[config.mk]
export PLATFORM = sky130hd
export DESIGN_NAME = dpfm_monitor
export DESIGN_NICKNAME = d
export VERILOG_FILES = /design/src/pkg/dpfm_pkg.sv /design/src/logic/dpfm_monitor.sv
export SDC_FILE = /design/constraint.sdc
export NUM_CORES = 2
export LEC_CHECK = 0
export BUFFER_PORTS_ARGS = -buffer_cell sky130_fd_sc_hd__buf_2
export CELL_PAD_IN_SITES_DETAIL_PLACEMENT = 0
export CELL_PAD_IN_SITES_GLOBAL_PLACEMENT = 1
export CORE_MARGIN = 3
export CORE_UTILIZATION = 35
export CTS_CLUSTER_SIZE = 16
export DETAILED_ROUTE_END_ITERATION = 6
export GPL_TIMING_DRIVEN = 0
export PLACE_DENSITY = 0.68
export SYNTH_ARGS = -nofsm -noshare
export SYNTH_HDL_FRONTEND = slang
export SYNTH_SLANG_ARGS = --single-unit
[constraint.sdc]
create_clock -name core_clk -period 23.3 [get_ports core_clk]
set_input_delay 1.165 -clock core_clk [delete_from_list [all_inputs] [get_ports core_clk]]
set_output_delay 1.165 -clock core_clk [all_outputs]
set_load 0.02 [all_outputs]
[src/pkg/dpfm_pkg.sv]
// Purpose: Shared constants and types of the drive protection fault monitor.
// Assumes: 50 MHz core clock; register offsets are byte addresses of 32-bit words.
// Notes: Times held in registers are counted in milliseconds of the tick base.
package dpfm_pkg;

  localparam int unsigned CLK_HZ = 50_000_000;
  localparam int unsigned TICK_MS = 1;
  localparam int unsigned TICK_CYCLES = CLK_HZ / 1000 * TICK_MS;

  ////////////////////////////////////////////////////////////////////////////
  // Register offsets.
  localparam logic [7:0] OFS_CTRL = 8'h00;
  localparam logic [7:0] OFS_PROT = 8'h04;
  localparam logic [7:0] OFS_TEMPTHR = 8'h08;
  localparam logic [7:0] OFS_OVSPD = 8'h0c;
  localparam logic [7:0] OFS_SPDTOL = 8'h10;
  localparam logic [7:0] OFS_SPDTIME = 8'h14;
  localparam logic [7:0] OFS_POSTOL = 8'h18;
  localparam logic [7:0] OFS_POSTIME = 8'h1c;
  localparam logic [7:0] OFS_IPEAK = 8'h20;
  localparam logic [7:0] OFS_ICONT = 8'h24;
  localparam logic [7:0] OFS_PEAKTIME = 8'h28;
  localparam logic [7:0] OFS_ENCRES = 8'h2c;
  localparam logic [7:0] OFS_ESTEP = 8'h30;
  localparam logic [7:0] OFS_BRKMAX = 8'h34;
  localparam logic [7:0] OFS_FAULT = 8'h38;
  localparam logic [7:0] OFS_STATUS = 8'h3c;

  ////////////////////////////////////////////////////////////////////////////
  // Protection enable field positions and codes.
  localparam int PR_HALL = 0;
  localparam int PR_ENC = 1;
  localparam int PR_IDX = 2;
  localparam int PR_MTEMP = 3;
  localparam int PR_OVSPD = 4;
  localparam int PR_CTRL = 5;
  localparam int PR_MTYPE = 6;
  localparam int PR_TMODE = 8;
  localparam logic [1:0] MT_BRUSHLESS = 2'h0;
  localparam logic [1:0] MT_LAST = 2'h2;
  localparam logic [2:0] TM_THRESH = 3'h0;
  localparam logic [2:0] TM_NEG = 3'h1;
  localparam logic [2:0] TM_POS = 3'h2;
  localparam logic [2:0] TM_SW_NO = 3'h3;
  localparam logic [2:0] TM_SW_NC = 3'h4;

  // Fault flag positions.
  localparam int FB_CFG = 0;
  localparam int FB_HALL = 1;
  localparam int FB_ENC = 2;
  localparam int FB_IDX = 3;
  localparam int FB_MTEMP = 4;
  localparam int FB_OVSPD = 5;
  localparam int FB_SPD = 6;
  localparam int FB_POS = 7;
  localparam int FB_BRAKE = 8;
  localparam int FB_BUSOV = 9;
  localparam int FB_BUSUV = 10;
  localparam int FB_DRVOT = 11;

  // Pin vector positions.
  localparam int PIN_ENCA = 3;
  localparam int PIN_ENCB = 4;
  localparam int PIN_IDX = 5;
  localparam int PIN_TSW = 6;
  localparam int PIN_BRK = 7;
  localparam int PIN_BUSOV = 8;
  localparam int PIN_BUSUV = 9;
  localparam int PIN_DRVOT = 10;

  localparam logic [15:0] IPEAK_RST = 16'h0000;
  localparam logic [15:0] ICONT_RST = 16'h0000;

  typedef struct packed {
    logic [10:0] s1;
    logic [10:0] s2;
    logic [10:0] s3;
    logic [10:0] filt;
    logic [10:0] prevFilt;
    logic run;
    logic [10:0] prot;
    logic [15:0] tempThr;
    logic [31:0] ovLim;
    logic [31:0] spdTol;
    logic [15:0] spdTime;
    logic [31:0] posTol;
    logic [15:0] posTime;
    logic [15:0] iPeak;
    logic [15:0] iCont;
    logic [15:0] peakTime;
    logic [31:0] encRes;
    logic [15:0] eStep;
    logic [15:0] brkMax;
    logic [11:0] faults;
    logic [31:0] tickCnt;
    logic [15:0] angle;
    logic synced;
    logic [31:0] idxCnt;
    logic idxArmed;
    logic [15:0] spdCnt;
    logic [15:0] posCnt;
    logic [15:0] brkCnt;
    logic [47:0] i2tAcc;
    logic restricted;
    logic motorEn;
    logic faultOut;
    logic [15:0] curLimit;
    logic [31:0] rdata;
  } dpfm_state_t;

endpackage

[src/logic/dpfm_monitor.sv]
// Purpose: Fault-protection monitor of a motor drive with a plain register port.
// Assumes: Pins pass three flip-flops; analog values arrive digitised on core_clk.
// Notes: Fault flags are sticky and cleared by writing ones to the fault register.
// Operation
// - Any enabled protection tripping disables motor output and records its cause.
// - Out-of-range settings or config writes while enabled raise configuration fault.
// - Hall check flags invalid states, all-high, all-low, or illegal transitions.
// - Hall-based checks are off for brushed and stepper motor types.
// - Encoder-derived sector must be within one sector of the hall sector on brushless motors.
// - At each index pulse after the first, the encoder count magnitude must equal the resolution.
// - Custom threshold: positive trips above, negative trips below the reading.
// - Switch sensor trips when normally-open closes or normally-closed opens.
// - Negative mode trips below and positive mode above the threshold register, compared directly with the reading.
// - Overspeed trips when speed magnitude in either direction exceeds limit.
// - Speed and position tracking checks need the control-error enable.
// - Speed error beyond tolerance for longer than speed time trips.
// - Zero speed tolerance disables the speed tracking check.
// - Position error beyond tolerance for longer than position time trips.
// - Zero position tolerance disables the position tracking check.
// - Current-squared-time limiter is always active with no enable.
// - Current above continuous allowed up to peak only for peak time.
// - Peak and continuous limits are clamped to the drive ratings.
// - Brake resistor on longer than permitted raises overpower fault.
// - Bus voltage above maximum or below minimum raises bus faults.
// - Internal temperature above maximum raises drive over-temperature fault.
`timescale 1ns/1ps
module dpfm_monitor #(
  parameter int unsigned TICK_CYCLES = dpfm_pkg::TICK_CYCLES,
  parameter logic [15:0] DRIVE_PEAK = 16'h0400,
  parameter logic [15:0] DRIVE_CONT = 16'h0100
) (
  input wire logic core_clk,
  input wire logic rst_n,
  input wire logic [7:0] regAddr,
  input wire logic [31:0] regWdata,
  input wire logic regWr,
  input wire logic regRd,
  output logic [31:0] regRdata,
  input wire logic [2:0] hallIn,
  input wire logic encA,
  input wire logic encB,
  input wire logic encIndex,
  input wire logic tempSwitch,
  input wire logic brakeOn,
  input wire logic busOverV,
  input wire logic busUnderV,
  input wire logic driveOverTemp,
  input wire logic [11:0] tempAdc,
  input wire logic [31:0] speedAct,
  input wire logic [31:0] speedCmd,
  input wire logic [31:0] posAct,
  input wire logic [31:0] posCmd,
  input wire logic [15:0] currentMag,
  output logic motorEnable,
  output logic faultActive,
  output logic [15:0] currentLimit,
  output logic i2tRestricted
);

  dpfm_pkg::dpfm_state_t st_reg;
  dpfm_pkg::dpfm_state_t st_next;

  ////////////////////////////////////////////////////////////////////////////
  // Helpers.
  function automatic logic [31:0] absVal(input logic [31:0] v);
    return v[31] ? 32'(-v) : v;
  endfunction

  function automatic logic [2:0] hallSector(input logic [2:0] h);
    case (h)
      3'h1: return 3'h0;
      3'h3: return 3'h1;
      3'h2: return 3'h2;
      3'h6: return 3'h3;
      3'h4: return 3'h4;
      default: return 3'h5;
    endcase
  endfunction

  // Sectors equal or one apart, modulo six.
  function automatic logic sectorNear(input logic [2:0] a, input logic [2:0] b);
    logic [2:0] d;
    d = (a >= b) ? 3'(a - b) : 3'(b - a);
    return (d <= 3'h1) || (d == 3'h5);
  endfunction

  function automatic logic [15:0] sectorStart(input logic [2:0] k);
    case (k)
      3'h0: return 16'h0000;
      3'h1: return 16'h2aab;
      3'h2: return 16'h5555;
      3'h3: return 16'h8000;
      3'h4: return 16'haaab;
      default: return 16'hd555;
    endcase
  endfunction

  // Millisecond counter that runs while a condition holds and saturates.
  function automatic logic [15:0] msCount(input logic act, input logic tick, input logic [15:0] c);
    if (!act) begin
      return 16'h0000;
    end
    if (tick && c != 16'hffff) begin
      return 16'(c + 16'h0001);
    end
    return c;
  endfunction

  function automatic logic [15:0] min16(input logic [15:0] a, input logic [15:0] b);
    return (a < b) ? a : b;
  endfunction

  ////////////////////////////////////////////////////////////////////////////
  // Next-state logic.
  always_comb begin
    logic tick;
    logic [11:0] flt;
    logic [11:0] clr;
    logic [2:0] hall;
    logic [2:0] hallPrev;
    logic hallOk;
    logic hallMoved;
    logic bldc;
    logic a;
    logic b;
    logic pa;
    logic pb;
    logic moved;
    logic up;
    logic [18:0] prod;
    logic [15:0] thrMag;
    logic [2:0] tmode;
    logic ot;
    logic spdAct;
    logic posAct_;
    logic brkAct;
    logic [15:0] pk;
    logic [15:0] ct;
    logic [31:0] sq;
    logic [31:0] c2;
    logic [47:0] budget;
    logic cfgWr;
    logic badVal;
    tick = 1'b0;
    flt = '0;
    clr = '0;
    hall = '0;
    hallPrev = '0;
    hallOk = 1'b0;
    hallMoved = 1'b0;
    bldc = 1'b0;
    a = 1'b0;
    b = 1'b0;
    pa = 1'b0;
    pb = 1'b0;
    moved = 1'b0;
    up = 1'b0;
    prod = '0;
    thrMag = '0;
    tmode = '0;
    ot = 1'b0;
    spdAct = 1'b0;
    posAct_ = 1'b0;
    brkAct = 1'b0;
    pk = '0;
    ct = '0;
    sq = '0;
    c2 = '0;
    budget = '0;
    cfgWr = 1'b0;
    badVal = 1'b0;
    st_next = st_reg;

    // Millisecond time base.
    tick = (st_reg.tickCnt == 32'(TICK_CYCLES - 1));
    st_next.tickCnt = tick ? 32'h0000_0000 : 32'(st_reg.tickCnt + 32'h0000_0001);

    // Pin synchronisers; a level is taken once stages two and three agree.
    st_next.s1 = {driveOverTemp, busUnderV, busOverV, brakeOn, tempSwitch, encIndex, encB, encA, hallIn};
    st_next.s2 = st_reg.s1;
    st_next.s3 = st_reg.s2;
    st_next.filt = (st_reg.s2 & ~(st_reg.s2 ^ st_reg.s3)) | (st_reg.filt & (st_reg.s2 ^ st_reg.s3));
    st_next.prevFilt = st_reg.filt;

    bldc = (st_reg.prot[dpfm_pkg::PR_MTYPE +: 2] == dpfm_pkg::MT_BRUSHLESS);

    // Hall state and transition check.
    hall = st_reg.filt[2:0];
    hallPrev = st_reg.prevFilt[2:0];
    hallOk = (hall != 3'h0) && (hall != 3'h7);
    hallMoved = (hall != hallPrev);
    if (st_reg.prot[dpfm_pkg::PR_HALL] && bldc) begin
      if (!hallOk) begin
        flt[dpfm_pkg::FB_HALL] = 1'b1;
      end else if (hallMoved && hallPrev != 3'h0 && hallPrev != 3'h7 &&
                   !sectorNear(hallSector(hall), hallSector(hallPrev))) begin
        flt[dpfm_pkg::FB_HALL] = 1'b1;
      end
    end

    // Quadrature decode; a double-bit change is dropped as noise.
    a = st_reg.filt[dpfm_pkg::PIN_ENCA];
    b = st_reg.filt[dpfm_pkg::PIN_ENCB];
    pa = st_reg.prevFilt[dpfm_pkg::PIN_ENCA];
    pb = st_reg.prevFilt[dpfm_pkg::PIN_ENCB];
    moved = (a ^ pa) ^ (b ^ pb);
    up = pa ^ b;
    if (moved) begin
      st_next.angle = up ? 16'(st_reg.angle + st_reg.eStep) : 16'(st_reg.angle - st_reg.eStep);
      st_next.idxCnt = up ? 32'(st_reg.idxCnt + 32'h0000_0001) : 32'(st_reg.idxCnt - 32'h0000_0001);
    end

    // Encoder against hall sector; the angle re-aligns at every hall edge into a valid state.
    prod = 19'(st_reg.angle) * 19'h0_0006;
    if (hallMoved && hallOk) begin
      if (st_reg.prot[dpfm_pkg::PR_ENC] && bldc && st_reg.synced &&
          !sectorNear(prod[18:16], hallSector(hall))) begin
        flt[dpfm_pkg::FB_ENC] = 1'b1;
      end
      st_next.angle = sectorStart(hallSector(hall));
      st_next.synced = 1'b1;
    end

    // Index pulse: compare counts since the previous index.
    if (st_reg.filt[dpfm_pkg::PIN_IDX] && !st_reg.prevFilt[dpfm_pkg::PIN_IDX]) begin
      if (st_reg.prot[dpfm_pkg::PR_IDX] && st_reg.idxArmed && absVal(st_next.idxCnt) != st_reg.encRes) begin
        flt[dpfm_pkg::FB_IDX] = 1'b1;
      end
      st_next.idxCnt = 32'h0000_0000;
      st_next.idxArmed = 1'b1;
    end

    // Motor temperature by sensor mode.
    tmode = st_reg.prot[dpfm_pkg::PR_TMODE +: 3];
    thrMag = st_reg.tempThr[15] ? 16'(-st_reg.tempThr) : st_reg.tempThr;
    case (tmode)
      dpfm_pkg::TM_THRESH: ot = st_reg.tempThr[15] ? (16'(tempAdc) < thrMag) : (16'(tempAdc) > thrMag);
      dpfm_pkg::TM_NEG: ot = 16'(tempAdc) < st_reg.tempThr;
      dpfm_pkg::TM_POS: ot = 16'(tempAdc) > st_reg.tempThr;
      dpfm_pkg::TM_SW_NO: ot = st_reg.filt[dpfm_pkg::PIN_TSW];
      dpfm_pkg::TM_SW_NC: ot = !st_reg.filt[dpfm_pkg::PIN_TSW];
      default: ot = 1'b0;
    endcase
    if (st_reg.prot[dpfm_pkg::PR_MTEMP] && ot) begin
      flt[dpfm_pkg::FB_MTEMP] = 1'b1;
    end

    if (st_reg.prot[dpfm_pkg::PR_OVSPD] && absVal(speedAct) > st_reg.ovLim) begin
      flt[dpfm_pkg::FB_OVSPD] = 1'b1;
    end

    // Tracking errors over time windows.
    spdAct = st_reg.prot[dpfm_pkg::PR_CTRL] && st_reg.spdTol != 32'h0000_0000 &&
             absVal(32'(speedAct - speedCmd)) > st_reg.spdTol;
    posAct_ = st_reg.prot[dpfm_pkg::PR_CTRL] && st_reg.posTol != 32'h0000_0000 &&
              absVal(32'(posAct - posCmd)) > st_reg.posTol;
    st_next.spdCnt = msCount(spdAct, tick, st_reg.spdCnt);
    st_next.posCnt = msCount(posAct_, tick, st_reg.posCnt);
    if (spdAct && st_reg.spdCnt > st_reg.spdTime) begin
      flt[dpfm_pkg::FB_SPD] = 1'b1;
    end
    if (posAct_ && st_reg.posCnt > st_reg.posTime) begin
      flt[dpfm_pkg::FB_POS] = 1'b1;
    end

    // Brake resistor on-time.
    brkAct = st_reg.filt[dpfm_pkg::PIN_BRK];
    st_next.brkCnt = msCount(brkAct, tick, st_reg.brkCnt);
    if (brkAct && st_reg.brkCnt > st_reg.brkMax) begin
      flt[dpfm_pkg::FB_BRAKE] = 1'b1;
    end

    flt[dpfm_pkg::FB_BUSOV] = st_reg.filt[dpfm_pkg::PIN_BUSOV];
    flt[dpfm_pkg::FB_BUSUV] = st_reg.filt[dpfm_pkg::PIN_BUSUV];
    flt[dpfm_pkg::FB_DRVOT] = st_reg.filt[dpfm_pkg::PIN_DRVOT];

    // Current-squared-time limiter, always running.
    pk = min16(st_reg.iPeak, DRIVE_PEAK);
    ct = min16(min16(st_reg.iCont, DRIVE_CONT), pk);
    sq = 32'(currentMag) * 32'(currentMag);
    c2 = 32'(ct) * 32'(ct);
    budget = 48'(32'(32'(pk) * 32'(pk)) - c2) * 48'(st_reg.peakTime);
    if (tick) begin
      if (sq > c2) begin
        st_next.i2tAcc = (st_reg.i2tAcc > budget) ? st_reg.i2tAcc : 48'(st_reg.i2tAcc + 48'(sq - c2));
      end else begin
        st_next.i2tAcc = (st_reg.i2tAcc > 48'(c2 - sq)) ? 48'(st_reg.i2tAcc - 48'(c2 - sq)) : 48'h0000_0000_0000;
      end
    end
    st_next.restricted = (st_next.i2tAcc >= budget);
    st_next.curLimit = st_next.restricted ? ct : pk;

    // Register writes.
    cfgWr = regWr && regAddr != dpfm_pkg::OFS_CTRL && regAddr != dpfm_pkg::OFS_FAULT &&
            regAddr != dpfm_pkg::OFS_STATUS;
    badVal = regWr && regAddr == dpfm_pkg::OFS_PROT &&
             (regWdata[dpfm_pkg::PR_MTYPE +: 2] > dpfm_pkg::MT_LAST ||
              regWdata[dpfm_pkg::PR_TMODE +: 3] > dpfm_pkg::TM_SW_NC);
    if ((cfgWr && st_reg.run) || badVal) begin
      flt[dpfm_pkg::FB_CFG] = 1'b1;
    end else if (regWr) begin
      case (regAddr)
        dpfm_pkg::OFS_CTRL: st_next.run = regWdata[0];
        dpfm_pkg::OFS_PROT: st_next.prot = regWdata[10:0];
        dpfm_pkg::OFS_TEMPTHR: st_next.tempThr = regWdata[15:0];
        dpfm_pkg::OFS_OVSPD: st_next.ovLim = regWdata;
        dpfm_pkg::OFS_SPDTOL: st_next.spdTol = regWdata;
        dpfm_pkg::OFS_SPDTIME: st_next.spdTime = regWdata[15:0];
        dpfm_pkg::OFS_POSTOL: st_next.posTol = regWdata;
        dpfm_pkg::OFS_POSTIME: st_next.posTime = regWdata[15:0];
        dpfm_pkg::OFS_IPEAK: st_next.iPeak = regWdata[15:0];
        dpfm_pkg::OFS_ICONT: st_next.iCont = regWdata[15:0];
        dpfm_pkg::OFS_PEAKTIME: st_next.peakTime = regWdata[15:0];
        dpfm_pkg::OFS_ENCRES: st_next.encRes = regWdata;
        dpfm_pkg::OFS_ESTEP: st_next.eStep = regWdata[15:0];
        dpfm_pkg::OFS_BRKMAX: st_next.brkMax = regWdata[15:0];
        dpfm_pkg::OFS_FAULT: clr = regWdata[11:0];
        default: st_next.run = st_reg.run;
      endcase
    end

    // Sticky causes; a new event wins over a clear in the same cycle.
    st_next.faults = (st_reg.faults & ~clr) | flt;
    if (|flt) begin
      st_next.run = 1'b0;
    end
    st_next.motorEn = st_next.run && !(|st_next.faults);
    st_next.faultOut = |st_next.faults;

    // Register reads: data stand in the following cycle only.
    st_next.rdata = 32'h0000_0000;
    if (regRd) begin
      case (regAddr)
        dpfm_pkg::OFS_CTRL: st_next.rdata = 32'(st_reg.run);
        dpfm_pkg::OFS_PROT: st_next.rdata = 32'(st_reg.prot);
        dpfm_pkg::OFS_TEMPTHR: st_next.rdata = 32'(st_reg.tempThr);
        dpfm_pkg::OFS_OVSPD: st_next.rdata = st_reg.ovLim;
        dpfm_pkg::OFS_SPDTOL: st_next.rdata = st_reg.spdTol;
        dpfm_pkg::OFS_SPDTIME: st_next.rdata = 32'(st_reg.spdTime);
        dpfm_pkg::OFS_POSTOL: st_next.rdata = st_reg.posTol;
        dpfm_pkg::OFS_POSTIME: st_next.rdata = 32'(st_reg.posTime);
        dpfm_pkg::OFS_IPEAK: st_next.rdata = 32'(st_reg.iPeak);
        dpfm_pkg::OFS_ICONT: st_next.rdata = 32'(st_reg.iCont);
        dpfm_pkg::OFS_PEAKTIME: st_next.rdata = 32'(st_reg.peakTime);
        dpfm_pkg::OFS_ENCRES: st_next.rdata = st_reg.encRes;
        dpfm_pkg::OFS_ESTEP: st_next.rdata = 32'(st_reg.eStep);
        dpfm_pkg::OFS_BRKMAX: st_next.rdata = 32'(st_reg.brkMax);
        dpfm_pkg::OFS_FAULT: st_next.rdata = 32'(st_reg.faults);
        dpfm_pkg::OFS_STATUS: st_next.rdata = {8'h00, st_reg.curLimit, prod[18:16], hall,
                                               st_reg.restricted, st_reg.motorEn};
        default: st_next.rdata = 32'h0000_0000;
      endcase
    end
  end

  ////////////////////////////////////////////////////////////////////////////
  // State register.
  always_ff @(posedge core_clk or negedge rst_n) begin
    if (!rst_n) begin
      st_reg <= '0;
      st_reg.iPeak <= dpfm_pkg::IPEAK_RST;
      st_reg.iCont <= dpfm_pkg::ICONT_RST;
    end else begin
      st_reg <= st_next;
    end
  end

  assign regRdata = st_reg.rdata;
  assign motorEnable = st_reg.motorEn;
  assign faultActive = st_reg.faultOut;
  assign currentLimit = st_reg.curLimit;
  assign i2tRestricted = st_reg.restricted;

endmodule

==> results.toml <==
[outcome]
status = "finished, violations left"
violations = "capacitance limit, setup timing"

[die]
core_mm2 = 0.250
die-area_mm2 = 0.259
fp.dieW_um = 509
start_util_pct = 35.4
rows = 183
ioPinCount = 262
die_y_um = 509

[job]
cap_violations = 1

[place]
place.gp.congestion = 0.953
hpwlAfterDp_um = 254000
placed_area_mm2 = 0.0957
port_buffers = 260

[setup_path]
worstPathMaxFanout = 7
critPathMostFrequentCell = "fa_1"
worstSetupPathType = "reg2reg"
worstPathArrival_ns = 25.79
cp_slowest_cell = "fa_1"
setup.worst_path.end_class = "flip-flop"
cp-start-kind = "flip-flop"
slowest_delay_ns = 0.56
ff2ff_setup_slack_ns = -1.87
cp.required_ns = 23.92

[final_layout]
area_growth_pct = 14.8
final_area_mm2 = 0.102
mostFrequentLayoutCells = "1695 x inv_1, 1009 x fa_1, 952 x ha_1"
largest_reg_flops = 475
final_common_cell = "inv_1"
nets = 13000
drive_gt1_share_pct = 12.4

[synthesis]
ys.warnings.count = 0
ys_types = 106
synth_edf_count = 0
synth_cells = 9943
netlist.area_leader.share_pct = 23.2
synth_flop_cell = "dfrtp_1"
synth-seq-cells = 559
syn_area_mm2 = 0.0885
synth_area_leader_cell = "fa_1"
async_flop_share_pct = 100
synth.avg_cell_area_um2 = 8.90
synth.area.top_cells = "fa_1 23%, dfrtp_1 16%, ha_1 14%"
ys_seq_area_share_pct = 15.8

[route]
vias_per_cell = 5.21
wl_per_cell_um = 21.5
ant_nets = 0
remaining_drc_errors = 0
vias = 73500
dr.pass1.iters = 6
routed_wl_um = 303000
drt_iter0_drc = 5479

[clock_tree]
insertion_delay_ns = 0.71
cts_root_buf = "clkbuf_16"
tritoncts = "yes"
htree_levels = 2
cts.sinks = 559
cts_made_buffers = 61
clock_path_buffers = 3
clk_pin_slew_ns = 0.07

[timing]
fin_crit_ns = 25.17
rsz0062_at_grt = "true"
worst_pin_slew_ns = 1.47
worst_slack_ns = -1.87
tns_ns = -21.83
period_share_pct = 108
finalHoldViolCount = 0
drv_slew = 0
setup_viol = 12
slew_headroom_pct = 1.08
skew_ns = 0.0559
fmax_ghz = 0.0397

[global_routing]
grt.overflow.total = 0
grt_first_pass_wirelength_um = 461000
grt_pass1_vias = 75900
grt_use_met2_pct = 38.3
grt.busiest_layer = "met2"
gr-usage-all-layers_pct = 23.1
grt.met3_usage_pct = 3.09
use_met1_pct = 31.1
antenna_found_initial = 26
grt_max_degree = 117

[worst_hold_path]
hold_path.class = "reg2reg"
## worst max-delay path: cells and delay by family, from the launching register on
family / cells / cell delay [ns]
compound gates: 42 / 7.45
xor+xnor: 3 / 0.39
fa+ha+maj: 24 / 10.27
buf+inv: 22 / 2.38
flops: 1 / 0.39
mux: 1 / 0.27
simple gates: 16 / 3.89
## logic make-up after synthesis
family                     share of synthesized area (%)
adders and majority gates                           37.4
other                                            0.00849
DFF                                                 15.8
AOI/OAI and AO/OA                                   13.9
xor gates and xnor gates                            5.87
muxes                                               3.80
buffers and inverters                               9.12
and+or+nand+nor                                     14.1
## Yosys cell counts (23+ instances only)
cell / number
o211ai_1: 31
a211oi_1: 48
nand2b_1: 87
and3_1: 90
mux2_2: 274
or3_1: 59
clkbuf_1: 286
xnor2_1: 387
a21oi_1: 453
nor2_1: 429
ha_1: 995
buf_1: 23
a221oi_1: 42
o21ai_0: 354
a22o_1: 36
fa_1: 1023
or2_2: 36
mux2i_1: 28
nor2b_1: 96
a22oi_1: 112
nand4_1: 120
nor4_1: 60
o21a_1: 100
dfrtp_1: 559
a21o_1: 240
nand3_1: 159
nor3_1: 129
or4_1: 31
o31ai_1: 42
xor2_1: 198
inv_1: 1722
a31oi_1: 81
nand2_1: 817
o2111ai_1: 23
and2_1: 321
buf_4: 48
o21bai_1: 64
a21boi_0: 30
## cell type report
type                            count  area, um2
Antenna cell                       16       40.0
Buffer                            363       1870
Clock buffer                       81       1700
Clock inverter                     29        392
Fill cell                       25200     148000
Inverter                         1727       6510
Multi-Input combinational cell   7566      69800
Sequential cell                   559      14000
Tap cell                         3330       4170
Timing Repair Buffer              449       3110
## through the flow
stage,worst slack [ns],util [%],std cells,hold WS (ns)
3_5_place_dp,-6.40,38.3,13800,0.337
2_1_floorplan,0.00138,-,10200,0.331
6_report,-1.87,40.6,14100,0.354
5_1_grt,-2.60,40.6,14100,0.362
3_3_place_gp,-6.56,38.2,13800,0.339
4_1_cts,-1.98,40.2,14100,0.358
## per-layer routing
| layer | share of wire, % | vias to the layer above |
|---|---|---|
| met2 | 47 | 1957 |
| li1 | - | 34300 |
| met5 | 0.0026 | - |
| met1 | 44 | 36800 |
| met3 | 5.9 | 410 |
| met4 | 3.8 | 2 |
## worst paths after layout
check | startpoint | to | cells past startpoint
worst max register to register | st_reg[352] | currentLimit[8] | 108
min in group asynchronous | rst_n | st_reg[220] | 1
worst max-delay path | st_reg[352] | currentLimit[8] | 108
worst min register to register | st_next[548] | st_next[537] | 0
worst min-delay path | st_next[548] | st_next[537] | 0
max in group asynchronous | rst_n | async pin | 4
## what timing repair did
item,in CTS,in global routing
hold buffers,0,0
gates cloned,2,1
setup endpoints to repair,60,19
pin swaps,142,135
buffers inserted,133,42
resized for setup,301,188
Power is left out: the tool's default activity adds up to more than one toggle a clock period on the data nets, which glitch-free logic cannot reach.
